## src/pkg/bbs_pkg.sv

```systemverilog
/*
  Shared constants, types and register map for the branch and bit-set
  execution block. Assumes a single 200 MHz core clock.
*/
`default_nettype none

package bbs_pkg;

  // ==========================================================
  // Widths and timing
  localparam int PC_W = 21;
  localparam int DA_W = 12;
  localparam int ADR_W = 8;
  localparam int CLK_MHZ = 200;
  localparam int QPHASE_NS = 5;
  // Least time, rounded up, never below one cycle
  localparam int QPHASE_RAW = (QPHASE_NS * CLK_MHZ + 999) / 1000;
  localparam int QPHASE_CYC = (QPHASE_RAW < 1) ? 1 : QPHASE_RAW;

  // ==========================================================
  // Opcodes and addressing
  localparam logic [7:0] OP_ZCLR = 8'hE1;
  localparam logic [7:0] OP_OVCLR = 8'hE5;
  localparam logic [4:0] OP_JUMP = 5'h1A;
  localparam logic [3:0] OP_BSET = 4'h8;
  localparam logic [7:0] IDX_LIMIT = 8'h5F;
  localparam logic [7:0] ACC_SPLIT = 8'h60;
  localparam logic [3:0] ACC_HI_BANK = 4'hF;

  // ==========================================================
  // Register map and reset values
  localparam logic [ADR_W-1:0] REG_CTRL = 8'h00;
  localparam logic [ADR_W-1:0] REG_INSTR = 8'h04;
  localparam logic [ADR_W-1:0] REG_PC = 8'h08;
  localparam logic [ADR_W-1:0] REG_BANK = 8'h0C;
  localparam logic [ADR_W-1:0] REG_IDX = 8'h10;
  localparam logic [ADR_W-1:0] REG_STAT = 8'h14;
  localparam int CTRL_EXT_BIT = 0;
  localparam int STAT_BUSY_BIT = 0;
  localparam int STAT_PEND_BIT = 1;
  localparam int STAT_TAKEN_BIT = 2;
  localparam int STAT_ILL_BIT = 3;
  localparam int STAT_PH_LSB = 4;
  localparam logic [PC_W-1:0] RST_PC = 21'h000000;
  localparam logic [3:0] RST_BANK = 4'h0;
  localparam logic [DA_W-1:0] RST_IDX = 12'h000;
  localparam logic RST_EXT = 1'b0;
  localparam logic [15:0] RST_INSTR = 16'h0000;

  // ==========================================================
  // Types
  typedef enum logic [1:0] {PH_Q1, PH_Q2, PH_Q3, PH_Q4} bbs_phase_e;
  typedef enum logic [1:0] {S_IDLE, S_EXEC, S_FLUSH} bbs_state_e;

  typedef struct packed {
    logic [DA_W-1:0] addr;
    logic rd;
    logic wr;
    logic [7:0] wdata;
  } bbs_mem_req_s;

endpackage

`default_nettype wire

```

## src/hw/bbs_exec.sv

```systemverilog
/*
  Execution core for the zero-clear branch, overflow-clear branch,
  relative jump and file bit set, with a Wishbone classic register slave.
  Assumes the data memory answers a read strobe with data by the next
  phase tick and holds it; ALU flags arrive on the core clock.
*/
`timescale 1ns/1ps
`default_nettype none

module bbs_exec #(
  parameter int unsigned STEP_CYC = bbs_pkg::QPHASE_CYC
) (
  input wire logic core_clk,
  input wire logic reset_n,
  input wire logic wb_cyc_i,
  input wire logic wb_stb_i,
  input wire logic wb_we_i,
  input wire logic [bbs_pkg::ADR_W-1:0] wb_adr_i,
  input wire logic [3:0] wb_sel_i,
  input wire logic [31:0] wb_dat_i,
  output logic [31:0] wb_dat_o,
  output logic wb_ack_o,
  input wire logic aluZero,
  input wire logic aluOverflow,
  input wire logic [7:0] memRdata,
  output bbs_pkg::bbs_mem_req_s memReq,
  output logic [bbs_pkg::PC_W-1:0] pcOut,
  output logic flushStb
);

  // Byte-lane merge for partial writes
  function automatic logic [31:0] mergeBytes(
    input logic [31:0] oldVal,
    input logic [31:0] newVal,
    input logic [3:0] sel
  );
    int i;
    mergeBytes = oldVal;
    for (i = 0; i < 4; i++)
    begin
      if (sel[i])
      begin
        mergeBytes[8*i +: 8] = newVal[8*i +: 8];
      end
    end
  endfunction

  // ==========================================================
  // State
  logic ackQ;
  logic [31:0] datQ;
  logic extQ;
  logic [15:0] instrQ;
  logic [15:0] irQ;
  logic pendQ;
  logic [bbs_pkg::PC_W-1:0] pcQ;
  logic [3:0] bankQ;
  logic [bbs_pkg::DA_W-1:0] idxQ;
  logic illQ;
  logic takenQ;
  logic [bbs_pkg::PC_W-1:0] dispQ;
  logic [bbs_pkg::PC_W-1:0] targetQ;
  logic flushQ;
  bbs_pkg::bbs_mem_req_s memQ;
  bbs_pkg::bbs_state_e stateQ;
  bbs_pkg::bbs_state_e stateD;

  // ==========================================================
  // Phase sequencer and decoder
  logic tick;
  bbs_pkg::bbs_phase_e phase;
  logic isZclr;
  logic isOvclr;
  logic isJump;
  logic isBset;
  logic [bbs_pkg::PC_W-1:0] disp;
  logic [7:0] bitMask;
  logic [bbs_pkg::DA_W-1:0] dataAddr;

  bbs_qphase #(
    .STEP_CYC(STEP_CYC)
  ) u_qphase (
    .core_clk(core_clk),
    .reset_n(reset_n),
    .tick(tick),
    .phase(phase)
  );

  bbs_decode u_decode (
    .instr(irQ),
    .bankSel(bankQ),
    .idxBase(idxQ),
    .extEn(extQ),
    .isZclr(isZclr),
    .isOvclr(isOvclr),
    .isJump(isJump),
    .isBset(isBset),
    .disp(disp),
    .bitMask(bitMask),
    .dataAddr(dataAddr)
  );

  // ==========================================================
  // Bus decode
  wire wbReq = wb_cyc_i && wb_stb_i && !ackQ;
  wire wbWr = wbReq && wb_we_i;
  wire hitCtrl = (wb_adr_i == bbs_pkg::REG_CTRL);
  wire hitInstr = (wb_adr_i == bbs_pkg::REG_INSTR);
  wire hitPc = (wb_adr_i == bbs_pkg::REG_PC);
  wire hitBank = (wb_adr_i == bbs_pkg::REG_BANK);
  wire hitIdx = (wb_adr_i == bbs_pkg::REG_IDX);
  wire hitStat = (wb_adr_i == bbs_pkg::REG_STAT);
  wire busy = (stateQ != bbs_pkg::S_IDLE);
  // PC and instruction only accepted while nothing is queued or running
  wire quiet = !busy && !pendQ;

  wire [31:0] mCtrl = mergeBytes({31'h0, extQ}, wb_dat_i, wb_sel_i);
  wire [31:0] mInstr = mergeBytes({16'h0, instrQ}, wb_dat_i, wb_sel_i);
  wire [31:0] mPc = mergeBytes({11'h0, pcQ}, wb_dat_i, wb_sel_i);
  wire [31:0] mBank = mergeBytes({28'h0, bankQ}, wb_dat_i, wb_sel_i);
  wire [31:0] mIdx = mergeBytes({20'h0, idxQ}, wb_dat_i, wb_sel_i);
  wire illClr = wbWr && hitStat && wb_sel_i[0] && wb_dat_i[bbs_pkg::STAT_ILL_BIT];

  wire [31:0] statWord = {26'h0, phase, illQ, takenQ, pendQ, busy};
  wire [31:0] rdMux =
    hitCtrl ? {31'h0, extQ} :
    hitInstr ? {16'h0, instrQ} :
    hitPc ? {11'h0, pcQ} :
    hitBank ? {28'h0, bankQ} :
    hitIdx ? {20'h0, idxQ} :
    hitStat ? statWord :
    32'h0000_0000;

  always_ff @(posedge core_clk or negedge reset_n)
  begin
    if (!reset_n)
    begin
      ackQ <= 1'b0;
      datQ <= 32'h0000_0000;
    end
    else
    begin
      ackQ <= wbReq;
      datQ <= wbReq ? rdMux : 32'h0000_0000;
    end
  end

  always_ff @(posedge core_clk or negedge reset_n)
  begin
    if (!reset_n)
    begin
      extQ <= bbs_pkg::RST_EXT;
      bankQ <= bbs_pkg::RST_BANK;
      idxQ <= bbs_pkg::RST_IDX;
    end
    else if (wbWr)
    begin
      if (hitCtrl)
        extQ <= mCtrl[bbs_pkg::CTRL_EXT_BIT];
      if (hitBank)
        bankQ <= mBank[3:0];
      if (hitIdx)
        idxQ <= mIdx[bbs_pkg::DA_W-1:0];
    end
  end

  // ==========================================================
  // Sequencing
  wire atQ1 = tick && (phase == bbs_pkg::PH_Q1);
  wire inExec = tick && (stateQ == bbs_pkg::S_EXEC);
  wire exQ2 = inExec && (phase == bbs_pkg::PH_Q2);
  wire exQ3 = inExec && (phase == bbs_pkg::PH_Q3);
  wire exQ4 = inExec && (phase == bbs_pkg::PH_Q4);
  wire start = atQ1 && pendQ && (stateQ == bbs_pkg::S_IDLE);
  wire isBranch = isZclr || isOvclr || isJump;
  wire known = isBranch || isBset;
  wire condOk = isJump || (isZclr && !aluZero) || (isOvclr && !aluOverflow);
  wire [bbs_pkg::PC_W-1:0] pcInc = pcQ + bbs_pkg::PC_W'(2);
  wire jumpNow = exQ4 && isBranch && takenQ;

  always_comb
  begin
    stateD = stateQ;
    case (stateQ)
      bbs_pkg::S_IDLE:
        if (start)
          stateD = bbs_pkg::S_EXEC;
      bbs_pkg::S_EXEC:
        if (exQ4)
          stateD = jumpNow ? bbs_pkg::S_FLUSH : bbs_pkg::S_IDLE;
      bbs_pkg::S_FLUSH:
        // Full dead cycle, Q1 through Q4, nothing written
        if (tick && (phase == bbs_pkg::PH_Q4))
          stateD = bbs_pkg::S_IDLE;
      default:
        stateD = bbs_pkg::S_IDLE;
    endcase
  end

  always_ff @(posedge core_clk or negedge reset_n)
  begin
    if (!reset_n)
    begin
      stateQ <= bbs_pkg::S_IDLE;
      instrQ <= bbs_pkg::RST_INSTR;
      irQ <= bbs_pkg::RST_INSTR;
      pendQ <= 1'b0;
    end
    else
    begin
      stateQ <= stateD;
      if (wbWr && hitInstr && quiet)
      begin
        instrQ <= mInstr[15:0];
        pendQ <= 1'b1;
      end
      else if (start)
      begin
        irQ <= instrQ; // Q1 decode
        pendQ <= 1'b0;
      end
    end
  end

  // ==========================================================
  // Branch datapath
  always_ff @(posedge core_clk or negedge reset_n)
  begin
    if (!reset_n)
    begin
      dispQ <= '0;
      targetQ <= bbs_pkg::RST_PC;
      takenQ <= 1'b0;
    end
    else
    begin
      if (exQ2)
        dispQ <= disp; // Literal read
      if (exQ3)
      begin
        takenQ <= isBranch && condOk;
        targetQ <= pcInc + dispQ;
      end
    end
  end

  // Flags are only read here; nothing in this block drives them
  always_ff @(posedge core_clk or negedge reset_n)
  begin
    if (!reset_n)
    begin
      pcQ <= bbs_pkg::RST_PC;
      flushQ <= 1'b0;
    end
    else
    begin
      flushQ <= jumpNow;
      if (exQ4)
        pcQ <= jumpNow ? targetQ : pcInc;
      else if (wbWr && hitPc && quiet)
        pcQ <= {mPc[bbs_pkg::PC_W-1:1], 1'b0};
    end
  end

  // ==========================================================
  // Bit set datapath
  // Read-modify-write of one byte; the flags are never touched
  always_ff @(posedge core_clk or negedge reset_n)
  begin
    if (!reset_n)
    begin
      memQ <= '0;
    end
    else
    begin
      memQ.rd <= exQ2 && isBset;
      memQ.wr <= exQ4 && isBset;
      if (exQ2)
        memQ.addr <= dataAddr;
      if (exQ3)
        memQ.wdata <= memRdata | bitMask;
    end
  end

  // Unknown opcodes retire as a plain step; sticky, set beats clear
  always_ff @(posedge core_clk or negedge reset_n)
  begin
    if (!reset_n)
      illQ <= 1'b0;
    else if (exQ2 && !known)
      illQ <= 1'b1;
    else if (illClr)
      illQ <= 1'b0;
  end

  // ==========================================================
  // Outputs
  assign wb_ack_o = ackQ;
  assign wb_dat_o = datQ;
  assign memReq = memQ;
  assign pcOut = pcQ;
  assign flushStb = flushQ;

endmodule

`default_nettype wire

```

## src/hw/bbs_qphase.sv

```systemverilog
/*
  Four-phase sequencer: divides the core clock into Q1..Q4 steps.
  Assumes one clock domain and an asynchronous active-low reset.
*/
`timescale 1ns/1ps
`default_nettype none

module bbs_qphase #(
  parameter int unsigned STEP_CYC = bbs_pkg::QPHASE_CYC
) (
  input wire logic core_clk,
  input wire logic reset_n,
  output logic tick,
  output bbs_pkg::bbs_phase_e phase
);

  localparam int CW = $clog2(STEP_CYC + 1);

  // ==========================================================
  // Divider
  logic [CW-1:0] cntQ;
  bbs_pkg::bbs_phase_e phaseQ;
  bbs_pkg::bbs_phase_e phaseD;

  assign tick = (cntQ == CW'(STEP_CYC - 1));
  assign phase = phaseQ;

  always_comb
  begin
    case (phaseQ)
      bbs_pkg::PH_Q1: phaseD = bbs_pkg::PH_Q2;
      bbs_pkg::PH_Q2: phaseD = bbs_pkg::PH_Q3;
      bbs_pkg::PH_Q3: phaseD = bbs_pkg::PH_Q4;
      default: phaseD = bbs_pkg::PH_Q1;
    endcase
  end

  always_ff @(posedge core_clk or negedge reset_n)
  begin
    if (!reset_n)
    begin
      cntQ <= '0;
      phaseQ <= bbs_pkg::PH_Q1;
    end
    else if (tick)
    begin
      cntQ <= '0;
      phaseQ <= phaseD;
    end
    else
    begin
      cntQ <= cntQ + CW'(1);
    end
  end

endmodule

`default_nettype wire

```

## src/hw/bbs_decode.sv

```systemverilog
/*
  Opcode decode, displacement and data address forming.
  Purely combinational; the instruction word is held stable by the caller.
*/
`timescale 1ns/1ps
`default_nettype none

module bbs_decode (
  input wire logic [15:0] instr,
  input wire logic [3:0] bankSel,
  input wire logic [bbs_pkg::DA_W-1:0] idxBase,
  input wire logic extEn,
  output logic isZclr,
  output logic isOvclr,
  output logic isJump,
  output logic isBset,
  output logic [bbs_pkg::PC_W-1:0] disp,
  output logic [7:0] bitMask,
  output logic [bbs_pkg::DA_W-1:0] dataAddr
);

  // Doubled, sign-extended offset
  function automatic logic [bbs_pkg::PC_W-1:0] twiceSext(input logic [10:0] v);
    twiceSext = {{(bbs_pkg::PC_W - 12){v[10]}}, v, 1'b0};
  endfunction

  // ==========================================================
  // Opcode classes
  wire [7:0] fileAddr = instr[7:0];
  wire accessBit = instr[8];
  wire [bbs_pkg::PC_W-1:0] shortDisp = twiceSext({{3{instr[7]}}, instr[7:0]});
  wire [bbs_pkg::PC_W-1:0] longDisp = twiceSext(instr[10:0]);

  assign isZclr = (instr[15:8] == bbs_pkg::OP_ZCLR);
  assign isOvclr = (instr[15:8] == bbs_pkg::OP_OVCLR);
  assign isJump = (instr[15:11] == bbs_pkg::OP_JUMP);
  assign isBset = (instr[15:12] == bbs_pkg::OP_BSET);
  assign disp = isJump ? longDisp : shortDisp;
  assign bitMask = 8'h01 << instr[11:9];

  // ==========================================================
  // Bank selection
  wire useIdx = !accessBit && extEn && (fileAddr <= bbs_pkg::IDX_LIMIT);
  wire [bbs_pkg::DA_W-1:0] idxAddr = idxBase + {4'h0, fileAddr};
  wire [bbs_pkg::DA_W-1:0] accAddr = (fileAddr < bbs_pkg::ACC_SPLIT) ?
    {4'h0, fileAddr} : {bbs_pkg::ACC_HI_BANK, fileAddr};
  wire [bbs_pkg::DA_W-1:0] bankAddr = {bankSel, fileAddr};

  assign dataAddr = useIdx ? idxAddr :
    (accessBit ? bankAddr : accAddr);

endmodule

`default_nettype wire

```

## config.mk

```make
export PLATFORM = sky130hd
export DESIGN_NAME = bbs_exec
export DESIGN_NICKNAME = d
export VERILOG_FILES = /design/src/pkg/bbs_pkg.sv /design/src/hw/bbs_exec.sv /design/src/hw/bbs_qphase.sv /design/src/hw/bbs_decode.sv
export SDC_FILE = /design/constraint.sdc
export NUM_CORES = 1
export LEC_CHECK = 0
export ABC_AREA = 1
export BUFFER_PORTS_ARGS = -buffer_cell sky130_fd_sc_hd__buf_2
export CELL_PAD_IN_SITES_DETAIL_PLACEMENT = 1
export CELL_PAD_IN_SITES_GLOBAL_PLACEMENT = 2
export CORE_ASPECT_RATIO = 0.6
export CORE_MARGIN = 2
export CORE_UTILIZATION = 30
export CTS_CLUSTER_DIAMETER = 100
export DETAILED_ROUTE_END_ITERATION = 10
export HOLD_SLACK_MARGIN = 0.08
export PLACE_DENSITY_LB_ADDON = 0.2
export SETUP_SLACK_MARGIN = 0.5
export SYNTH_ARGS = -nofsm -noshare
export SYNTH_HDL_FRONTEND = slang
export SYNTH_SLANG_ARGS = --single-unit
```

## constraint.sdc

```tcl
create_clock -name core_clk -period 2.2 [get_ports core_clk]
set_input_delay 0.11 -clock core_clk [delete_from_list [all_inputs] [get_ports core_clk]]
set_output_delay 0.11 -clock core_clk [all_outputs]
set_load 0.005 [all_outputs]
```

==> reports/results.ini, run 1 <==
[status]
outcome = finished, violations left
violations = negative setup slack

[route]
drt_wl_total_mm = 42.9
drt-vias-per-instance = 4.95
wl_per_cell_um = 21.6
drtIter0Drc = 792
vias = 9862
drc = 0
ant_nets = 0
drt_pass1_iterations = 5

[setup_path]
startpoint_type = flop
cpPeakStageDelay_ns = 0.45
regToRegStartpoint = pcOut[3]$_DFFE_PN0P_
rr_worst_depth = 17
critical_path_required_ns = 2.55
crit_slowest_cell = dfrtp_2
crit_chain = buf_4 -> nand3_4 -> nor2_4 -> buf_6 -> xor2_1 -> buf_4 -> ha_4 -> inv_4 -> o21ai_4 -> buf_4 -> o21bai_4 -> nand3_4 -> nand2_4 -> nand2_1 -> nand2_1 -> nand3_2 -> nand2_1
startpoint = pcOut[3]$_DFFE_PN0P_
r2r_end = targetQ[15]$_DFFE_PN0P_
arrival_ns = 2.90
r2r_slack_ns = -0.35
cp-end-kind = flop
cp_max_fo = 4
worstSetupPathType = reg -> reg

[die]
dieArea_um2 = 32500
start_util_pct = 30.8
die_h_um = 140
io-pin-count = 136
core_um2 = 30200
rows = 49
dieWidth_um = 231

[grt]
grt_max_degree = 52
overflow = 0
antenna_found_initial = 1
grt_pass1_vias = 9747
grt_pass1_wl_mm = 61.7
grt_usage_pct = 25.7

[logic_synthesis]
yosysUniqueCellTypes = 56
seq_area_frac_synth_pct = 41.4
synth.most_common_cell = nand2_1
synth_flop_cell = dfrtp_1
synthArstFlopShare_pct = 100
synthCells = 1218
synth_top_area_share_pct = 41.4
ys_ff_latch = 154
synth_edf_count = 0
syn_area_um2 = 9310
yosysTopAreaCell = dfrtp_1
synthTopCellsByCount = nand2_1, dfrtp_1, inv_1
synth_area_leaders = dfrtp_1, nand2_1, inv_1, o21ai_0, ha_1
syn_area_per_cell_um2 = 7.64
yosysWarnings = 0

[sta]
finClkSkew_ns = 0.0124
final_hold_viol_count = 0
fin_ws_ns = -0.348
fin_crit_sh_pct = 116
maxSlewHeadroom_pct = 57.4
setup_viol = 17
worst_pin_slew_ns = 0.639
fin_setup_tns_ns = -4.39
max_freq_ghz = 0.393
fin_crit_ns = 2.55
grt_setup_unrepaired = true
slew_viol_final = 0

[cells_and_area]
final_core_util_pct = 47.9
areaGrowthSynthToFinish_pct = 55.4
layout.nets = 1665
n_antenna_cell = 0
drive_above_1_share_pct = 44.6
multi_input_area_um2 = 6090
fillers = 3586
ff_latch_area_um2 = 3880

[clock_network]
cts_sinks = 154
clk_path_buf_depth = 2
worstSkewPairLatency_ns = 0.46
root_buffer = clkbuf_16
cts_buffers = 17
clkTransAtPathRegs_ns = 0.08
cts_tree = built
cts_max_level = 4

[placement]
port_buffers = 112
dp_hpwl_mm = 30.6
globalplace.congestion = 0.886

[job]
maxCapViolCount = 0

[power]
leakagePower_nw = 6.95
p_per_area_nw_per_um2 = 571
total_power_w = 0.00826
irDropWorstVdd_v = 0.000575

[hold_path]
hold_end = instrQ[9]$_DFFE_PN0P_
holdCritPathClass = in -> reg
holdPathStages = 3
min_from = wb_sel_i[1]

## layout make-up
class | instances | area share, %
multi-input combinational | 884 | 42.1
sequential | 154 | 26.9
timing repair buffer | 362 | 19.5
inverter | 150 | 4.26
tap | 408 | 3.53
clock buffer | 22 | 3.14
clock inverter | 10 | 0.502
timing repair inverter | 1 | 0.0519
## cells by family after synthesis
logic type      after synthesis  share of synthesized area, %
simple gates                608                          30.2
compound gates              204                          12.2
flops                       154                          41.4
other cells                   1                        0.0403
fa+ha+maj                    36                          5.00
mux                           1                         0.121
xor+xnor                     24                          2.42
buf+inv                     190                          8.62
## worst max path at each step
stage	cells past startpoint	endpoint	slack [ns]
after floorplan	18	targetQ[18]$_DFFE_PN0P_	-0.02
after global routing	19	targetQ[18]$_DFFE_PN0P_	-0.47
after global placement	15	targetQ[15]$_DFFE_PN0P_	-0.44
final	17	targetQ[15]$_DFFE_PN0P_	-0.35
after detailed placement	16	targetQ[15]$_DFFE_PN0P_	-0.48
after CTS	19	targetQ[18]$_DFFE_PN0P_	-0.35
## cells in the final DEF, fill, tap and decap left out, types with 46 or more instances in the layout
cell type  count
nand2_1      281
buf_4        162
dfrtp_1      130
buf_2        111
inv_1        102
o21ai_0       67
nor2_1        55
nand2_2       49
buf_6         46
## state kept, by name, summed over array words and instances (netlist names)
signal,count
memReq,22
pcOut,21
targetQ,21
wb_dat_o,21
instrQ,16
irQ,16
idxQ,12
dispQ,11
bankQ,4
stateQ,2
u_qphase.phase,2
extQ,1
flushStb,1
illQ,1
pendQ,1
takenQ,1
wb_ack_o,1
## routing by layer
metal / global-route usage, % / wire [µm]
met1: 40.4 / 22000
met2: 35.1 / 17700
met3: 5.62 / 2630
met4: 5.87 / 635
met5: 0 / 13
## what timing repair did
action,in CTS,in global routing
resized for setup,190,216
pin swaps,54,116
hold buffers,32,0
endpoints found under the setup margin,68,65
gates cloned,0,1
setup buffers,41,38
hold endpoints to repair,145,0
## worst max-delay path: cells and delay by family (launching register included)
| family | cells | cell delay, ns |
|---|---|---|
| flip-flops | 1 | 0.45 |
| adder cells (fa/ha/maj) | 1 | 0.30 |
| XOR/XNOR | 1 | 0.13 |
| AO/OA/AOI/OAI | 2 | 0.27 |
| AND/OR/NAND/NOR | 8 | 0.64 |
| buffers and inverters | 5 | 0.63 |
## power breakdown
part / internal, W / switching [W]
combinational: 0.00108 / 0.00127
sequential: 0.00295 / 0.000136
clock: 0.00147 / 0.00135
## metrics by stage
step	setup slack [ns]	cell area, µm²	cells	hold slack, ns
after floorplan	-0.0218	9440	1228	-0.186
after global placement	-0.441	11400	1847	0.126
after detailed placement	-0.477	11400	1847	0.121
after CTS	-0.348	13300	1952	0.107
after global routing	-0.468	14500	1991	0.117
final	-0.348	14500	1991	0.118
Power figures use the tool's default switching activity.
==> inputs of run 2 (changes only) <==
CORE_ASPECT_RATIO = 2   (was 0.6)
==> run 2 against run 1 <==
  * The flow still finishes with violations (negative setup slack)
  * Die area grew 0.12%
  * Combinational power rose by 5%
  * Fmax is 6.1% lower
  * Sequential share of layout area decreased by 0.65 points
  * Register-to-register slack lost 0.16 ns
  * Non-clock buffer count rose by 20
  * Sequential power about the same
  * First-iteration DRC count down 59%
  * Worst hold slack hardly changed
  * Largest cell class unchanged
  * Flip-flop and latch count stayed put
  * Clock power up 14%
  * Highest routed layer is now met4
==> reports/results.ini, run 2 (synthesis gave the netlist of run 1 again) <==
[clock_network]
cts_sinks = 154
cts_tree = built
root_buffer = clkbuf_16
worstSkewPairLatency_ns = 0.45
clk_path_buf_depth = 2
cts_buffers = 17
cts_max_level = 4
clkTransAtPathRegs_ns = 0.07

[cells_and_area]
areaGrowthSynthToFinish_pct = 59.0
final_common_cell = nand2_1
fillers = 3638
n_antenna_cell = 0
largest_reg_flops = 22
final_core_util_pct = 48.1
layout.nets = 1685
layout_common_cells = nand2_1, buf_4, dfrtp_1
drive_above_1_share_pct = 45.9
stdcell_count = 1975

[hold_path]
holdCritPathClass = in -> reg
holdPathStages = 3

[route]
drc = 0
vias = 9950
drt_wl_total_mm = 43.7
drtIter0Drc = 321
drt-vias-per-instance = 5.04
drt_pass1_iterations = 5
wl_per_cell_um = 22.1
ant_nets = 0

[sta]
fin_crit_sh_pct = 123
setup_viol = 16
fin_setup_tns_ns = -5.45
max_freq_ghz = 0.369
finClkSkew_ns = 0.00960
final_hold_viol_count = 0
slew_viol_final = 0
maxSlewHeadroom_pct = 61.0
grt_setup_unrepaired = true
worst_pin_slew_ns = 0.580
fin_crit_ns = 2.71
fin_ws_ns = -0.512

[die]
rows = 91
dieArea_um2 = 32500
io-pin-count = 136
core_um2 = 30700
start_util_pct = 30.3
die_h_um = 253
dieWidth_um = 129

[status]
outcome = finished, violations left
violations = negative setup slack

[grt]
overflow = 0
antenna_found_initial = 0
grt_usage_pct = 26.0
grt_pass1_wl_mm = 61.2
grt_max_degree = 50
grt_pass1_vias = 10500

[placement]
place_inst = 1812
dp_slack_ns = -0.703
dp_hpwl_mm = 32.2
port_buffers = 112
globalplace.congestion = 0.881

[setup_path]
arrival_ns = 3.06
rr_worst_depth = 20
worstSetupPathType = reg -> reg
cp_max_fo = 4
cp-end-kind = flop
startpoint_type = flop
critical_path_required_ns = 2.54

[job]
maxCapViolCount = 0

[power]
irDropWorstVdd_v = 0.000578
leakagePower_nw = 7.16
p_per_area_nw_per_um2 = 593

[run 2: worst max-delay path, stage by stage (launching register included)]
cell and delay (ns):
dfrtp_2 0.42, ha_4 0.18, nand2_4 0.06, buf_4 0.13, buf_6 0.11, nor2_4 0.10, xor2_1 0.22, buf_4 0.19
ha_4 0.24, nand2_1 0.07, nand2_1 0.08, nand2_1 0.11, nand2_1 0.09, nand2_2 0.09, nand2_4 0.06, nand2_2 0.07
nand3_2 0.09, inv_2 0.07, nand3_2 0.07, nand3_2 0.08, nand2_1 0.05
[run 2: layout make-up]
cell class                 count  area, µm²  share of cell area (%)
tap                          372        465                    3.15
clock buffer                  20        457                    3.09
clock inverter                12        161                    1.09
timing repair buffer         382       2950                    19.9
multi-input combinational    884       6260                    42.3
inverter                     150        628                    4.24
timing repair inverter         1       5.00                  0.0338
sequential                   154       3880                    26.2
[run 2: stage by stage]
| step | cell area (µm²) | hold slack (ns) | total power, W |
|---|---|---|---|
| finish | 14800 | 0.118 | 0.00878 |
| global route | 14800 | 0.147 | 0.00911 |
| CTS | 13600 | 0.0929 | 0.00846 |
| detailed placement | 11300 | 0.0985 | 0.00485 |
| global placement | 11300 | 0.100 | 0.00483 |
| floorplan | 9440 | -0.186 | 0.00390 |
[run 2: power by group]
part / switching [W] / total, W / internal [W] / leakage [nW]
combinational: 0.00133 / 0.00248 / 0.00115 / 4.87
clock: 0.00134 / 0.00321 / 0.00186 / 0.306
sequential: 0.000136 / 0.00309 / 0.00295 / 1.99
[run 2: worst paths after layout]
kind / from / to / slack, ns
worst max-delay path: pcOut[1]$_DFFE_PN0P_ / targetQ[20]$_DFFE_PN0P_ / -0.51
worst min-delay path: wb_sel_i[0] / pcOut[1]$_DFFE_PN0P_ / 0.12
worst max register to register: pcOut[1]$_DFFE_PN0P_ / targetQ[20]$_DFFE_PN0P_ / -0.51
worst min register to register: memReq[6]$_DFFE_PN0P_ / memReq[6]$_DFFE_PN0P_ / 0.48
max in group asynchronous: reset_n / idxQ[4]$_DFFE_PN0P_ / 1.26
min in group asynchronous: reset_n / dispQ[7]$_DFFE_PN0P_ / 0.18
[run 2: routing by layer]
| metal | up-vias | global-route usage, % | part of all wire, % |
|---|---|---|---|
| met3 | 144 | 2.60 | 2.0 |
| met1 | 4904 | 23.0 | 31 |
| met5 | - | 0 | 0 |
| met2 | 240 | 50.3 | 57 |
| li1 | 4662 | - | - |
| met4 | 0 | 22.4 | 9.9 |
[run 2: repair_timing]
item | 4_1_cts | 5_1_grt
gates cloned | 1 | 1
endpoints found under the setup margin | 50 | 67
pin swaps | 76 | 127
gates resized for setup | 213 | 213
hold buffers | 32 | 0
endpoints found under the hold margin | 162 | 0
setup buffers | 53 | 44
==> inputs of run 3 (changes only) <==
PLACE_DENSITY = 0.81   (was not set)
PLACE_DENSITY_LB_ADDON = not set   (was 0.2)
==> run 3 against run 2 <==
  * The flow still finishes with violations (negative setup slack)
  * Clock skew up 0.0054 ns
  * Flip-flop and latch count unchanged
  * Via count up 2.6%
  * Critical path depth down 3
  * Global-route usage down 0.45 points
  * Worst setup slack better by 0.024 ns
  * Wire length up 2.6%
  * Design area down 1.7%
  * Sequential share of layout area up 0.45 points
  * Critical path type unchanged
  * Largest cell class unchanged
  * Highest routed layer unchanged
==> reports/results.ini, run 3 (synthesis gave the netlist of run 1 again) <==
[setup_path]
critPathBufInv = 4
critical_path_required_ns = 2.54
cp_max_fo = 4
arrival_ns = 3.03
startpoint_type = flop
cp-end-kind = flop
crit_slowest_cell = dfrtp_2
cpPeakStageDelay_ns = 0.44
cp_top_family = simple AND/OR/NAND/NOR gates
crit_chain = ha_4 -> nand2_4 -> inv_4 -> nand3_4 -> inv_2 -> nand3b_1 -> xor2_2 -> inv_2 -> ha_4 -> a21oi_2 -> a21oi_1 -> nor2_2 -> nand3_2 -> inv_1 -> nand3_1 -> nand3_1 -> nand2_1
worstSetupPathType = reg -> reg

[sta]
finClkSkew_ns = 0.0150
grt_setup_unrepaired = true
final_hold_viol_count = 0
fin_crit_sh_pct = 122
fin_ws_ns = -0.488
slew_viol_final = 0
fin_setup_tns_ns = -6.00
maxSlewHeadroom_pct = 47.4
setup_viol = 17
fin_crit_ns = 2.69
max_freq_ghz = 0.372
worst_pin_slew_ns = 0.789

[route]
wl_per_cell_um = 22.8
drt-vias-per-instance = 5.18
drc = 0
drt_pass1_iterations = 7
drtIter0Drc = 463
drt_wl_total_mm = 44.9
ant_nets = 0
vias = 10200

[clock_network]
worstSkewPairLatency_ns = 0.46
cts_max_level = 4
root_buffer = clkbuf_16
cts_buffers = 17
clk_path_buf_depth = 2
cts_sinks = 154
cts_tree = built
clkTransAtPathRegs_ns = 0.07

[placement]
port_buffers = 112
dp_slack_ns = -0.618
dp_hpwl_mm = 30.7
place_inst = 1800
globalplace.congestion = 0.919

[die]
dieArea_um2 = 32500
io-pin-count = 136
dieWidth_um = 129
rows = 91
start_util_pct = 30.3
die_h_um = 253
core_um2 = 30700

[cells_and_area]
largest_reg_flops = 22
n_antenna_cell = 0
fillers = 3664
areaGrowthSynthToFinish_pct = 56.2
final_core_util_pct = 47.3
drive_above_1_share_pct = 44.6
stdcell_count = 1972
final_common_cell = nand2_1
layout.nets = 1682
layout_common_cells = nand2_1, buf_4, dfrtp_1

[power]
irDropWorstVdd_v = 0.000601
p_per_area_nw_per_um2 = 592
leakagePower_nw = 7.12
total_power_w = 0.00861

[grt]
grt_max_degree = 50
overflow = 0
grt_usage_pct = 25.5
grt_pass1_wl_mm = 61.3
antenna_found_initial = 0
grt_pass1_vias = 10700

[status]
outcome = finished, violations left
violations = negative setup slack

[hold_path]
holdCritPathClass = in -> async

[job]
maxCapViolCount = 0

==> run 3: changes by cell type in the layout (fill, tap and decap cells not counted), sizes merged <==
cell	delta
clkinv	-2
inv	+3
nand2	+1
dlygate4sd3	+5
bufinv	-1
clkinvlp	+1
buf	-10
==> run 3: layout make-up <==
type	instances	area [µm²]	share of cell area (%)
flip-flops and latches	154	3870	26.6
clock inverters	13	160	1.10
clock buffers	19	443	3.05
inverters	150	612	4.21
repair inverters	1	5.00	0.0344
multi-input cells	885	6070	41.8
repair buffers	378	2910	20.0
well taps	372	465	3.20
==> run 3: worst paths after layout <==
check                                       start                      end  slack (ns)  depth (start not counted)
max                          pcOut[2]$_DFFE_PN0P_  targetQ[20]$_DFFE_PN0P_       -0.49                         17
min                                       reset_n   memReq[10]$_DFFE_PN0P_        0.17                          2
max in group asynchronous                 reset_n      idxQ[0]$_DFFE_PN0P_        1.18                          3
max reg2reg                  pcOut[2]$_DFFE_PN0P_  targetQ[20]$_DFFE_PN0P_       -0.49                         17
min in group core_clk                     wb_we_i         extQ$_DFFE_PN0P_        0.17                          4
min reg2reg                memReq[14]$_DFFE_PN0P_   memReq[14]$_DFFE_PN0P_        0.47                          2
==> run 3: where the power goes <==
part           internal (W)  total (W)  switching [W]
Clock               0.00173    0.00312        0.00138
Combinational       0.00108    0.00239        0.00131
Sequential          0.00295    0.00310       0.000148
Total               0.00576    0.00861        0.00284
==> run 3: per-layer routing <==
metal	part of all wire (%)	GRT usage [%]	routed length [µm]
met1	31	23.0	13900
met2	54	47.6	24200
met3	3.2	3.30	1430
met4	12	23.7	5390
met5	0	0	0
==> run 3: through the flow <==
step | hold slack, ns | area (µm²)
2_1_floorplan | -0.186 | 9440
3_3_place_gp | 0.106 | 11200
3_5_place_dp | 0.106 | 11200
4_1_cts | 0.0966 | 13300
5_1_grt | 0.173 | 14500
6_report | 0.170 | 14500
==> run 3: timing repair <==
action,in CTS,in global routing
buffers inserted,44,56
gates resized for setup,190,195
gates cloned,0,3
endpoints found under the setup margin,51,69
pin swaps,55,113
endpoints found under the hold margin,183,1
hold buffers,36,1
==> run 3: worst reg2reg max path, cell delays in order (launching register included) <==
cell,delay (ns)
dfrtp_2,0.44
ha_4,0.18
nand2_4,0.07
inv_4,0.08
nand3_4,0.11
inv_2,0.07
nand3b_1,0.12
xor2_2,0.27
inv_2,0.09
ha_4,0.28
a21oi_2,0.27
a21oi_1,0.14
nor2_2,0.11
nand3_2,0.09
inv_1,0.06
nand3_1,0.06
nand3_1,0.09
nand2_1,0.05
